**src/apsp_pkg.sv**
```systemverilog
// Package: register map, field positions, reset values and timing for the panel controller
package apsp_pkg;

    ////////////////////////////////////////////////////////////////////////////
    // Register byte offsets
    localparam logic [7:0]  REG_CTRL       = 8'h00;
    localparam logic [7:0]  REG_FORWARD    = 8'h04;
    localparam logic [7:0]  REG_REFLECTED  = 8'h08;
    localparam logic [7:0]  REG_SWR        = 8'h0C;
    localparam logic [7:0]  REG_TUNE       = 8'h10;
    localparam logic [7:0]  REG_STATUS     = 8'h14;
    localparam logic [7:0]  REG_COND       = 8'h18;

    ////////////////////////////////////////////////////////////////////////////
    // Field positions
    localparam int CTRL_ENABLE_BIT    = 0;
    localparam int TUNE_OK_BIT        = 16;
    localparam int ST_TX_BIT          = 0;
    localparam int ST_BYPASS_BIT      = 1;
    localparam int ST_LAMP_BIT        = 2;
    localparam int ST_FLASHING_BIT    = 3;
    localparam int ST_FCNT_LSB        = 4;
    localparam int ST_WCNT_LSB        = 8;
    localparam int ST_PAGE_LSB        = 11;
    localparam int ST_PCT_LSB         = 16;
    localparam int COND_WARN_LSB      = 8;

    // Fault flag positions
    localparam int FLT_MODULE_ONE     = 0;
    localparam int FLT_MODULE_FOUR    = 3;
    localparam int FLT_DRIVE_OVERLOAD = 4;
    localparam int FLT_FILTER_LATCH   = 5;
    localparam int FLT_OVERHEAT       = 6;
    localparam int FLT_COUNT          = 7;
    // Warning flag positions
    localparam int WRN_HALF_POWER     = 0;
    localparam int WRN_REFLECTION     = 1;
    localparam int WRN_COUNT          = 2;

    ////////////////////////////////////////////////////////////////////////////
    // Reset values
    localparam logic        RST_ENABLE     = 1'b1;
    localparam logic [15:0] RST_POWER      = 16'h0000;
    localparam logic [15:0] RST_SWR_X100   = 16'h0064;
    localparam logic [15:0] RST_FREQ       = 16'h0000;
    localparam logic [1:0]  RST_PAGE       = 2'h0;

    ////////////////////////////////////////////////////////////////////////////
    // Pages and power reduction curve
    localparam logic [1:0]  PAGE_FIRST     = 2'h0;
    localparam logic [1:0]  PAGE_SECOND    = 2'h1;
    localparam logic [1:0]  PAGE_STATUS    = 2'h2;
    localparam logic [1:0]  PAGE_MESSAGES  = 2'h3;
    localparam logic [15:0] SWR_FULL_X100  = 16'h0096;
    localparam logic [15:0] SWR_HALF_X100  = 16'h0190;
    localparam logic [15:0] SWR_STEP_X100  = 16'h0005;
    localparam logic [6:0]  PCT_FULL       = 7'h64;
    localparam logic [6:0]  PCT_HALF       = 7'h32;

    ////////////////////////////////////////////////////////////////////////////
    // Timing
    localparam int CLK_MHZ            = 100;
    localparam int FLASH_HALF_MS      = 250;
    localparam int FLASH_HALF_CYC     = FLASH_HALF_MS * 1000 * CLK_MHZ;

    // Amplifier switching state
    typedef enum logic [1:0] {
        MODE_RX,
        MODE_TX,
        MODE_BLOCKED
    } apsp_mode_e;

endpackage : apsp_pkg

```
**src/apsp_panel.sv**
```systemverilog
// Protection, lamp and display page controller for the linear amplifier front panel
//
// Behaviour
// Bypass and bypass lamp in receive, when disabled, or when blocked by a problem.
// Transmit lamp lit whenever the amplifier is switched into transmit.
// A fault lights the lamp steadily and holds bypass until it clears.
// Protection that reduces power or forces bypass makes the lamp flash.
// Display content is split into four pages of two rows.
// Top row always carries receive/transmit mode and frequency in 10 kHz steps.
// Each button press moves to the next page, wrapping; page stays otherwise.
// First page in transmit shows forward power then standing-wave ratio.
// Second page in transmit shows forward and reflected power.
// Status page shows the number of faults and of warnings.
// Lamp steady if faults, flashing if only warnings, off if none.
// Last page lists active messages, each tagged fault or warning.
// Frequency shown only after successful tuning, blank otherwise.
// Power values update continuously; message content refreshes on page entry.
// Protection resets on push-to-talk release and retriggers if cause persists.
// Each of four module failures is its own fault; bypass, no transmit.
// Drive overload raises a fault and holds bypass until it clears.
// Harmonic filter problem raises a latch fault; bypass, no transmit.
// Overheat raises a fault; bypass, no transmit, until temperature falls.
// High temperature raises a warning and halves power while it persists.
// Excessive reflection raises a warning and holds bypass until it clears.
// Full power to ratio 1.5, linearly down to half power at ratio 4.
// First page after reset; counts come from currently active conditions.
//
// The address map and the APB register port were decided locally.
`timescale 1ns/10ps
module apsp_panel #(
    parameter int unsigned FLASH_HALF_CYCLES = apsp_pkg::FLASH_HALF_CYC
) (
    input  wire logic        pclk,
    input  wire logic        presetn,
    // APB slave
    input  wire logic        psel,
    input  wire logic        penable,
    input  wire logic        pwrite,
    input  wire logic [7:0]  paddr,
    input  wire logic [31:0] pwdata,
    output logic      [31:0] prdata,
    output logic             pready,
    output logic             pslverr,
    // Pins from exciter, operator and sensors
    input  wire logic        ptt,
    input  wire logic        page_button,
    input  wire logic        module_one_failure,
    input  wire logic        module_two_failure,
    input  wire logic        module_three_failure,
    input  wire logic        module_four_failure,
    input  wire logic        drive_overload_sense,
    input  wire logic        filter_latch_sense,
    input  wire logic        overheat_sense,
    input  wire logic        temp_high_sense,
    input  wire logic        reflection_sense,
    // RF path and lamps
    output logic             rf_bypass,
    output logic             rf_transmit,
    output logic [6:0]       drive_pct,
    output logic             lamp_bypass,
    output logic             lamp_tx,
    output logic             lamp_fault,
    // Display contents
    output logic [1:0]       disp_page,
    output logic             disp_tx,
    output logic             disp_freq_valid,
    output logic [15:0]      disp_freq,
    output logic             disp_row2_valid,
    output logic [15:0]      disp_row2_a,
    output logic [15:0]      disp_row2_b
);

    ////////////////////////////////////////////////////////////////////////////
    // Helper functions

    // Number of set flags, used for both fault and warning counts
    function automatic logic [2:0] count_set(input logic [6:0] v);
        logic [2:0] c;
        c = 3'h0;
        for (int i = 0; i < 7; i++) begin
            c = c + 3'(v[i]);
        end
        return c;
    endfunction : count_set

    // Drive level versus reflection ratio, in percent
    function automatic logic [6:0] swr_pct(input logic [15:0] swr_x100);
        logic [15:0] drop;
        drop = 16'h0000;
        if (swr_x100 <= apsp_pkg::SWR_FULL_X100) begin
            return apsp_pkg::PCT_FULL;
        end
        if (swr_x100 >= apsp_pkg::SWR_HALF_X100) begin
            return apsp_pkg::PCT_HALF;
        end
        drop = (swr_x100 - apsp_pkg::SWR_FULL_X100) / apsp_pkg::SWR_STEP_X100;
        return apsp_pkg::PCT_FULL - drop[6:0];
    endfunction : swr_pct

    ////////////////////////////////////////////////////////////////////////////
    // Pin synchronisation
    localparam int PIN_W = 11;

    logic [PIN_W-1:0] pins_s;

    apsp_sync #(
        .WIDTH (PIN_W)
    ) u_sync (
        .pclk     (pclk),
        .presetn  (presetn),
        .async_in ({reflection_sense, temp_high_sense, overheat_sense,
                    filter_latch_sense, drive_overload_sense,
                    module_four_failure, module_three_failure,
                    module_two_failure, module_one_failure,
                    page_button, ptt}),
        .sync_out (pins_s)
    );

    logic       ptt_s;
    logic       button_s;
    logic [6:0] fault_live;
    logic       temp_high_s;
    logic       reflection_s;

    assign ptt_s        = pins_s[0];
    assign button_s     = pins_s[1];
    assign fault_live   = pins_s[8:2];
    assign temp_high_s  = pins_s[9];
    assign reflection_s = pins_s[10];

    ////////////////////////////////////////////////////////////////////////////
    // State
    typedef struct packed {
        logic                 amp_enable;
        logic [15:0]          forward;
        logic [15:0]          reflected;
        logic [15:0]          swr;
        logic [15:0]          tune_freq;
        logic                 tune_ok;
        apsp_pkg::apsp_mode_e mode;
        logic                 refl_latch;
        logic                 ptt_prev;
        logic                 btn_prev;
        logic [1:0]           page;
        logic [6:0]           snap_flt;
        logic [1:0]           snap_wrn;
        logic [31:0]          flash_cnt;
        logic                 flash_on;
        logic                 lamp_bypass;
        logic                 lamp_tx;
        logic                 lamp_fault;
        logic [6:0]           drive_pct;
        logic                 disp_tx;
        logic                 disp_freq_valid;
        logic [15:0]          disp_freq;
        logic                 disp_row2_valid;
        logic [15:0]          disp_row2_a;
        logic [15:0]          disp_row2_b;
        logic [31:0]          prdata;
        logic                 pslverr;
    } apsp_state_s;

    apsp_state_s st_r;
    apsp_state_s st_nxt;

    ////////////////////////////////////////////////////////////////////////////
    // Combinational status terms
    logic [1:0] warn_live;
    logic [2:0] fault_cnt;
    logic [2:0] warn_cnt;
    logic       blocked;
    logic       ptt_release;
    logic       page_press;
    logic       setup;
    logic       access;
    logic [6:0] pct_swr;
    logic [6:0] pct_temp;

    always_comb begin
        warn_live = '0;
        warn_live[apsp_pkg::WRN_HALF_POWER] = temp_high_s;
        warn_live[apsp_pkg::WRN_REFLECTION] = st_r.refl_latch;
        fault_cnt   = count_set(fault_live);
        warn_cnt    = count_set({5'h00, warn_live});
        // Any fault or a reflection trip keeps the path in bypass
        blocked     = (|fault_live) | st_r.refl_latch;
        ptt_release = st_r.ptt_prev & ~ptt_s;
        page_press  = button_s & ~st_r.btn_prev;
        setup       = psel & ~penable;
        access      = psel & penable;
        pct_swr     = swr_pct(st_r.swr);
        pct_temp    = temp_high_s ? apsp_pkg::PCT_HALF : apsp_pkg::PCT_FULL;
    end

    ////////////////////////////////////////////////////////////////////////////
    // Next state
    always_comb begin
        st_nxt          = st_r;
        st_nxt.ptt_prev = ptt_s;
        st_nxt.btn_prev = button_s;

        // Register writes take effect in the access phase
        if (access && pwrite) begin
            unique case (paddr)
                apsp_pkg::REG_CTRL: st_nxt.amp_enable = pwdata[apsp_pkg::CTRL_ENABLE_BIT];
                apsp_pkg::REG_FORWARD:   st_nxt.forward = pwdata[15:0];
                apsp_pkg::REG_REFLECTED: st_nxt.reflected = pwdata[15:0];
                apsp_pkg::REG_SWR:  st_nxt.swr = pwdata[15:0];
                apsp_pkg::REG_TUNE: begin
                    st_nxt.tune_freq = pwdata[15:0];
                    st_nxt.tune_ok   = pwdata[apsp_pkg::TUNE_OK_BIT];
                end
                default: ;
            endcase
        end

        // Reflection trip clears on release; a persisting cause wins
        if (ptt_release) begin
            st_nxt.refl_latch = 1'b0;
        end
        if (reflection_s && ptt_s) begin
            st_nxt.refl_latch = 1'b1;
        end

        // Switching state
        unique case (st_r.mode)
            apsp_pkg::MODE_RX: begin
                if (ptt_s && st_r.amp_enable) begin
                    st_nxt.mode = blocked ? apsp_pkg::MODE_BLOCKED : apsp_pkg::MODE_TX;
                end
            end
            apsp_pkg::MODE_TX: begin
                if (!ptt_s || !st_r.amp_enable) begin
                    st_nxt.mode = apsp_pkg::MODE_RX;
                end else if (blocked) begin
                    st_nxt.mode = apsp_pkg::MODE_BLOCKED;
                end
            end
            apsp_pkg::MODE_BLOCKED: begin
                if (!ptt_s || !st_r.amp_enable) begin
                    st_nxt.mode = apsp_pkg::MODE_RX;
                end else if (!blocked) begin
                    st_nxt.mode = apsp_pkg::MODE_TX;
                end
            end
            default: st_nxt.mode = apsp_pkg::MODE_RX;
        endcase

        // Lamps and RF path; bypass is the safe default of the relay
        st_nxt.lamp_tx     = (st_nxt.mode == apsp_pkg::MODE_TX);
        st_nxt.lamp_bypass = ~st_nxt.lamp_tx;
        st_nxt.drive_pct   = (pct_swr < pct_temp) ? pct_swr : pct_temp;

        // Flash timer free-runs so the blink rate is steady
        if (st_r.flash_cnt >= FLASH_HALF_CYCLES - 1) begin
            st_nxt.flash_cnt = 32'h0000_0000;
            st_nxt.flash_on  = ~st_r.flash_on;
        end else begin
            st_nxt.flash_cnt = st_r.flash_cnt + 32'h0000_0001;
        end
        if (fault_cnt != 3'h0) begin
            st_nxt.lamp_fault = 1'b1;
        end else if (warn_cnt != 3'h0) begin
            st_nxt.lamp_fault = st_nxt.flash_on;
        end else begin
            st_nxt.lamp_fault = 1'b0;
        end

        // Page advance; message content is captured on entry only
        if (page_press) begin
            st_nxt.page = st_r.page + 2'h1;
            if (st_nxt.page == apsp_pkg::PAGE_STATUS ||
                st_nxt.page == apsp_pkg::PAGE_MESSAGES) begin
                st_nxt.snap_flt = fault_live;
                st_nxt.snap_wrn = warn_live;
            end
        end

        // Top row
        st_nxt.disp_tx         = (st_r.mode != apsp_pkg::MODE_RX);
        st_nxt.disp_freq_valid = st_r.tune_ok;
        st_nxt.disp_freq       = st_r.tune_ok ? st_r.tune_freq : 16'h0000;

        // Second row per page; power values track live readings
        unique case (st_r.page)
            apsp_pkg::PAGE_FIRST: begin
                st_nxt.disp_row2_valid = st_nxt.disp_tx;
                st_nxt.disp_row2_a     = st_r.forward;
                st_nxt.disp_row2_b     = st_r.swr;
            end
            apsp_pkg::PAGE_SECOND: begin
                st_nxt.disp_row2_valid = st_nxt.disp_tx;
                st_nxt.disp_row2_a     = st_r.forward;
                st_nxt.disp_row2_b     = st_r.reflected;
            end
            apsp_pkg::PAGE_STATUS: begin
                st_nxt.disp_row2_valid = 1'b1;
                st_nxt.disp_row2_a     = {13'h0000, count_set(st_r.snap_flt)};
                st_nxt.disp_row2_b     = {13'h0000, count_set({5'h00, st_r.snap_wrn})};
            end
            apsp_pkg::PAGE_MESSAGES: begin
                // Field a holds fault messages, field b warnings
                st_nxt.disp_row2_valid = 1'b1;
                st_nxt.disp_row2_a     = {9'h000, st_r.snap_flt};
                st_nxt.disp_row2_b     = {14'h0000, st_r.snap_wrn};
            end
        endcase

        // Read data and error prepared in setup, shown in the access phase
        if (setup) begin
            st_nxt.prdata  = 32'h0000_0000;
            st_nxt.pslverr = 1'b0;
            unique case (paddr)
                apsp_pkg::REG_CTRL: st_nxt.prdata[apsp_pkg::CTRL_ENABLE_BIT] = st_r.amp_enable;
                apsp_pkg::REG_FORWARD:   st_nxt.prdata[15:0] = st_r.forward;
                apsp_pkg::REG_REFLECTED: st_nxt.prdata[15:0] = st_r.reflected;
                apsp_pkg::REG_SWR:  st_nxt.prdata[15:0] = st_r.swr;
                apsp_pkg::REG_TUNE: begin
                    st_nxt.prdata[15:0]                  = st_r.tune_freq;
                    st_nxt.prdata[apsp_pkg::TUNE_OK_BIT] = st_r.tune_ok;
                end
                apsp_pkg::REG_STATUS: begin
                    st_nxt.prdata[apsp_pkg::ST_TX_BIT]       = st_r.lamp_tx;
                    st_nxt.prdata[apsp_pkg::ST_BYPASS_BIT]   = st_r.lamp_bypass;
                    st_nxt.prdata[apsp_pkg::ST_LAMP_BIT]     = st_r.lamp_fault;
                    st_nxt.prdata[apsp_pkg::ST_FLASHING_BIT] = (fault_cnt == 3'h0) &&
                                                               (warn_cnt != 3'h0);
                    st_nxt.prdata[apsp_pkg::ST_FCNT_LSB +: 3] = fault_cnt;
                    st_nxt.prdata[apsp_pkg::ST_WCNT_LSB +: 2] = warn_cnt[1:0];
                    st_nxt.prdata[apsp_pkg::ST_PAGE_LSB +: 2] = st_r.page;
                    st_nxt.prdata[apsp_pkg::ST_PCT_LSB +: 7]  = st_r.drive_pct;
                    st_nxt.pslverr = pwrite;     // Status is read-only
                end
                apsp_pkg::REG_COND: begin
                    st_nxt.prdata[6:0] = fault_live;
                    st_nxt.prdata[apsp_pkg::COND_WARN_LSB +: 2] = warn_live;
                    st_nxt.pslverr = pwrite;
                end
                default: st_nxt.pslverr = 1'b1;  // Unmapped address
            endcase
        end
    end

    ////////////////////////////////////////////////////////////////////////////
    // Registers
    always_ff @(posedge pclk or negedge presetn) begin
        if (!presetn) begin
            st_r            <= '0;
            st_r.amp_enable <= apsp_pkg::RST_ENABLE;
            st_r.forward    <= apsp_pkg::RST_POWER;
            st_r.reflected  <= apsp_pkg::RST_POWER;
            st_r.swr        <= apsp_pkg::RST_SWR_X100;
            st_r.tune_freq  <= apsp_pkg::RST_FREQ;
            st_r.mode       <= apsp_pkg::MODE_RX;
            st_r.page       <= apsp_pkg::RST_PAGE;
            st_r.lamp_bypass <= 1'b1;
            st_r.drive_pct  <= apsp_pkg::PCT_FULL;
        end else begin
            st_r <= st_nxt;
        end
    end

    ////////////////////////////////////////////////////////////////////////////
    // Outputs; APB answers with no wait state
    assign pready          = 1'b1;
    assign prdata          = st_r.prdata;
    assign pslverr         = access & st_r.pslverr;
    assign rf_bypass       = st_r.lamp_bypass;
    assign rf_transmit     = st_r.lamp_tx;
    assign drive_pct       = st_r.drive_pct;
    assign lamp_bypass     = st_r.lamp_bypass;
    assign lamp_tx         = st_r.lamp_tx;
    assign lamp_fault      = st_r.lamp_fault;
    assign disp_page       = st_r.page;
    assign disp_tx         = st_r.disp_tx;
    assign disp_freq_valid = st_r.disp_freq_valid;
    assign disp_freq       = st_r.disp_freq;
    assign disp_row2_valid = st_r.disp_row2_valid;
    assign disp_row2_a     = st_r.disp_row2_a;
    assign disp_row2_b     = st_r.disp_row2_b;

endmodule : apsp_panel

```
**src/apsp_sync.sv**
```systemverilog
// Two flip-flop synchroniser for a vector of independent pin levels
`timescale 1ns/10ps
module apsp_sync #(
    parameter int WIDTH = 1
) (
    input  wire logic             pclk,
    input  wire logic             presetn,
    input  wire logic [WIDTH-1:0] async_in,
    output logic      [WIDTH-1:0] sync_out
);

    typedef struct packed {
        logic [WIDTH-1:0] stage1;
        logic [WIDTH-1:0] stage2;
    } apsp_sync_s;

    apsp_sync_s sync_r;
    apsp_sync_s sync_nxt;

    // Stage one feeds stage two only, to keep metastability contained
    always_comb begin
        sync_nxt        = sync_r;
        sync_nxt.stage1 = async_in;
        sync_nxt.stage2 = sync_r.stage1;
    end

    // Registers
    always_ff @(posedge pclk or negedge presetn) begin
        if (!presetn) begin
            sync_r <= '0;
        end else begin
            sync_r <= sync_nxt;
        end
    end

    assign sync_out = sync_r.stage2;

endmodule : apsp_sync

```
**config.mk**
```make
export PLATFORM = sky130hd
export DESIGN_NAME = apsp_panel
export DESIGN_NICKNAME = d
export VERILOG_FILES = /design/src/apsp_pkg.sv /design/src/apsp_panel.sv /design/src/apsp_sync.sv
export SDC_FILE = /design/constraint.sdc
export NUM_CORES = 1
export LEC_CHECK = 0
export BUFFER_PORTS_ARGS = -buffer_cell sky130_fd_sc_hd__buf_2
export CAP_MARGIN = 30
export CORE_MARGIN = 3
export CORE_UTILIZATION = 55
export DETAILED_ROUTE_END_ITERATION = 16
export PLACE_DENSITY = 0.78
export SYNTH_ARGS = -nofsm -noshare
export SYNTH_HDL_FRONTEND = slang
export SYNTH_SLANG_ARGS = --single-unit
```
**constraint.sdc**
```tcl
create_clock -name pclk -period 12.4 [get_ports pclk]
set_input_delay 2.48 -clock pclk [delete_from_list [all_inputs] [get_ports pclk]]
set_output_delay 2.48 -clock pclk [all_outputs]
set_load 0.01 [all_outputs]
```
==> summary.md <==
| Metric | Value |
|---|---|
| Result of the run | finished clean |
| Effective utilization at floorplan | 0.567 |
| Total half-perimeter wirelength after legalization and detailed placement | 31,900 um |
| Capturing point of the worst reg2reg path | drive_pct[4]$_DFF_PN0_ |
| Top-area cell type share of the netlist area | 0.358 |
| Count of endpoints failing setup in the final report | 0 |
| Routed vias | 13,900 |
| Most frequent cell on the critical path | sky130_fd_sc_hd__buf_4 |
| Chip Width | approximately 170 um |
| Maximum level of the CTS H-tree | 1 |
| CTS tree | yes |
| CP Capture Type | register |
| Crit path max fanout | 11 |
| Req. time, crit path | approximately 13 ns |
| Floorplan die area | about 0.029 mm^2 |
| Iteration-0 DRC Markers | between 1,500 and 2,000 |
| Critical R2R Launch | st_r[161]$_DFFE_PN0P_ |
| Port-buffer cells | approximately 130 |
| Fraction of power consumed by combinational cells | 0.604 |
| Slew headroom | 0.267 |
| Period Utilization, post-route | 0.974 |
| Insertion delay to the later sink of the worst-skew pair | between 0.4 and 0.5 ns |
| Stage delay of the slowest cell on the critical path | between 0.4 and 0.5 ns |
| Non-filler instance count after layout | 2,165 |
| Final Hold Vio Count | 0 |
| Biggest area contributors in the synthesized netlist | sky130_fd_sc_hd__dfrtp_1, sky130_fd_sc_hd__mux2_2, sky130_fd_sc_hd__buf_4 |
| IO Count | ~160 |
| Fraction of final layout cells with drive strength greater than 1 | 0.317 |
| DRT Wirelength | between 40,000 and 50,000 um |
| GRT overflow | 0 |
| Number of global-route vias before repair | ~13,000 |
| Per-instance average area after synthesis | approximately 9.2 um^2 |
| Peak Freq | between 0.08 and 0.09 GHz |
| Master cell of the clock root buffer | sky130_fd_sc_hd__clkbuf_16 |
| Synth Register Bits | 222 |
| Dominant synthesized flop cell | sky130_fd_sc_hd__dfrtp_1 |
| Pin count of the biggest net entering global routing | 149 |
| Commonest cells post-synth | sky130_fd_sc_hd__dfrtp_1, sky130_fd_sc_hd__nand2_1, sky130_fd_sc_hd__nor2_1, sky130_fd_sc_hd__buf_4, sky130_fd_sc_hd__o21ai_0 |
| Internal power | around 2.1 mW |
| Worst path slowest cell | sky130_fd_sc_hd__a2111oi_1 |
| Wire length of the first global-routing pass | slightly below 70,000 um |
| Power per Cell Area | between 200 and 250 mW/mm^2 |
| Clock sink total | about 220 |
| Leakage Power | 8.07 nW |
| Cells on worst reg2reg path | 56 |
| Number of pins with negative max-slew slack in the final report | 0 |
| Reg-to-reg slack, setup | about 0.32 ns |
| Layout-stage area growth over the synthesis result | 19.4% |
| Total placed cells including tap cells | between 2,000 and 2,500 |
| Path type of the worst min-delay path | register to register |
| Sequential cell area fraction in the yosys report | 0.372 |
| End of the worst hold path | u_sync.sync_out[3]$_DFF_PN0_ |
| Wire length per cell after detailed routing | slightly above 20 um |
| Total DRC errors in the routed layout | 0 |
| Post-route ant nets | 0 |
| Start point of the worst hold path | u_sync.sync_nxt[3]$_DFF_PN0_ |
| Global routing met3 resource utilization | 0.0511 |
| Net count, final | 1,900 |
| Worst Hold Path Cells | 0 |
| Antenna fix cells | 0 |
| Fin crit period | about 12 ns |
| Clock-pin slew reported for the worst setup and hold paths after clock tree synthesis | ~0.07 ns |
| GPL Wtd Cong | approximately 0.99 |
| Number of warnings issued by yosys | 0 |
| Async set-reset flop share out of synthesis | 1.00 |
| Number of synthesized flops with an enable pin | 0 |
| Transition time at the pin with the least slew margin | between 1 and 1.5 ns |
| Hold-fix buffers at CTS | 0 |
| Initial antenna violation count | 2 |
| Peak supply drop | between 200 and 250 uV |
| Sw power | 1.50 mW |
| Number of rows in the core area | 59 |
| Highest-utilization routing layer at the global route stage | met2 |
| Classification of the worst setup path | register to register |
| Most frequent cell after synthesis | sky130_fd_sc_hd__dfrtp_1 |
| Total standard cell area after synthesis | roughly 0.015 mm^2 |
| Crit path DAT | 12.45 ns |
| Critical path launch point type | register |
| Pre-antenna DRT Iters | 6 |
| Grt met1 use | 0.405 |
| Number of buffers created by CTS | 20 |
| Longest Clk Path Bufs | 3 |
| Global routing met2 resource utilization | 0.471 |
| Final Power | between 3 and 4 mW |
| Fraction of power consumed by the clock network | 0.172 |
| Cell count after synthesis | 1,635 |
| Core ar. | ~0.026 mm^2 |
| Maximum Capacitance Violations | 0 |
| Switching share of total power | 0.413 |
| Unique masters post-synth | between 100 and 150 |
| Via density per instance | between 6 and 7 |
| Total Routing Usage GR | 0.290 |
| Largest clock skew in the final design | roughly 0.0098 ns |
| Share of power burned in registers | 0.224 |
| Cell taking the most area after synthesis | sky130_fd_sc_hd__dfrtp_1 |
| Die outline height | 171 um |
-- placed cells by master (no fill, tap or decap), types with 9 or more instances in the layout --
master                        n
sky130_fd_sc_hd__a211oi_1    10
sky130_fd_sc_hd__a21o_1      10
sky130_fd_sc_hd__a21oi_1     65
sky130_fd_sc_hd__a221oi_1    15
sky130_fd_sc_hd__a22o_1      14
sky130_fd_sc_hd__a22oi_1     11
sky130_fd_sc_hd__a31oi_1     26
sky130_fd_sc_hd__and2_1      41
sky130_fd_sc_hd__and3_1      19
sky130_fd_sc_hd__buf_2      129
sky130_fd_sc_hd__buf_4      179
sky130_fd_sc_hd__clkbuf_16   21
sky130_fd_sc_hd__conb_1      17
sky130_fd_sc_hd__dfrtp_1    213
sky130_fd_sc_hd__ha_1        18
sky130_fd_sc_hd__inv_1       34
sky130_fd_sc_hd__mux2_2      71
sky130_fd_sc_hd__mux2i_1     19
sky130_fd_sc_hd__nand2_1    145
sky130_fd_sc_hd__nand2b_1    15
sky130_fd_sc_hd__nand3_1     55
sky130_fd_sc_hd__nand4_1     11
sky130_fd_sc_hd__nor2_1     129
sky130_fd_sc_hd__nor3_1      35
sky130_fd_sc_hd__nor3_2      12
sky130_fd_sc_hd__nor4_1      10
sky130_fd_sc_hd__o211ai_1    26
sky130_fd_sc_hd__o21a_1       9
sky130_fd_sc_hd__o21ai_0     88
sky130_fd_sc_hd__o21ai_1     11
sky130_fd_sc_hd__xnor2_1     35
sky130_fd_sc_hd__xor2_1      31
-- registers in the layout, indices dropped and copies added, names as in the netlist --
register         count
lamp_tx              1
disp_row2_b         16
lamp_fault           1
u_sync.sync_nxt     11
disp_row2_a         16
disp_page            2
disp_tx              1
disp_row2_valid      1
u_sync.sync_out     11
disp_freq           16
st_r               113
disp_freq_valid      1
drive_pct            7
st_nxt               1
prdata              23
lamp_bypass          1
-- per-layer routing --
layer,vias up,part of all wire
met2,716,0.47
met3,121,0.084
met4,4,0.026
li1,6268,-
met1,6755,0.42
met5,-,0.00054
-- cell type report --
type	count	area, um^2
sequential	222	5570
clock buffer	28	572
fill	1963	8540
tap	335	419
multi-input combinational	1222	9020
inverter	35	131
timing repair buffer	316	2090
clock inverter	7	88.8
-- timing repair --
| action | 4_1_cts | 5_1_grt |
|---|---|---|
| setup endpoints to repair | 4 | 7 |
| setup buffers | 0 | 33 |
| pin swaps | 0 | 42 |
| gates resized for setup | 5 | 140 |
| gates cloned | 0 | 2 |
-- per-stage QoR --
step	setup slack (ns)	TNS [ns]	area, um^2	hold slack [ns]	utilization
2_1_floorplan	0.464	0	15000	0.331	-
3_3_place_gp	0.205	0	16200	0.332	0.614
3_5_place_dp	-0.0929	-0.280	16200	0.335	0.614
4_1_cts	0.0134	0	16900	0.350	0.640
5_1_grt	-0.137	-0.444	17900	0.353	0.677
6_report	0.318	0	17900	0.350	0.677
-- critical path, delay by kind of cell (launching register included) --
kind | cells | cell delay (ns)
AO/OA/AOI/OAI | 29 | 6.81
AND/OR/NAND/NOR | 11 | 1.56
flip-flops | 1 | 0.44
buffers and inverters | 10 | 1.60
adder cells (fa/ha/maj) | 4 | 0.87
multiplexers | 2 | 0.66
-- how the worst max path moves through the flow --
stage	from	end	slack, ns	cells past startpoint
finish	st_r[161]$_DFFE_PN0P_	drive_pct[4]$_DFF_PN0_	0.32	56
floorplan	st_r[171]$_DFFE_PN0P_	drive_pct[1]$_DFF_PN0_	0.46	48
global placement	st_r[161]$_DFFE_PN0P_	drive_pct[4]$_DFF_PN0_	0.21	49
CTS	st_r[161]$_DFFE_PN0P_	drive_pct[4]$_DFF_PN0_	0.01	50
global route	st_r[161]$_DFFE_PN0P_	drive_pct[4]$_DFF_PN0_	-0.14	56
detailed placement	st_r[161]$_DFFE_PN0P_	drive_pct[4]$_DFF_PN0_	-0.09	49
-- power groups by stage --
stage,combinational (mW),sequential [mW],clock [mW]
finish,2.20,0.816,0.626
global route,2.39,0.820,0.664
CTS,1.96,0.814,0.632
detailed placement,1.95,0.827,0
global placement,1.90,0.825,0
floorplan,1.30,0.811,0
-- kinds of logic after synthesis --
family,count (synthesis),share of synthesized area
and+or+nand+nor,556,0.186
AOI/OAI and AO/OA,442,0.215
DFF,222,0.372
buffers and inverters,207,0.0787
muxes,101,0.0753
xor gates and xnor gates,77,0.0460
adders and majority gates,28,0.0272
other,2,0.000501
Note: power is estimated with default switching activity, not from simulation.
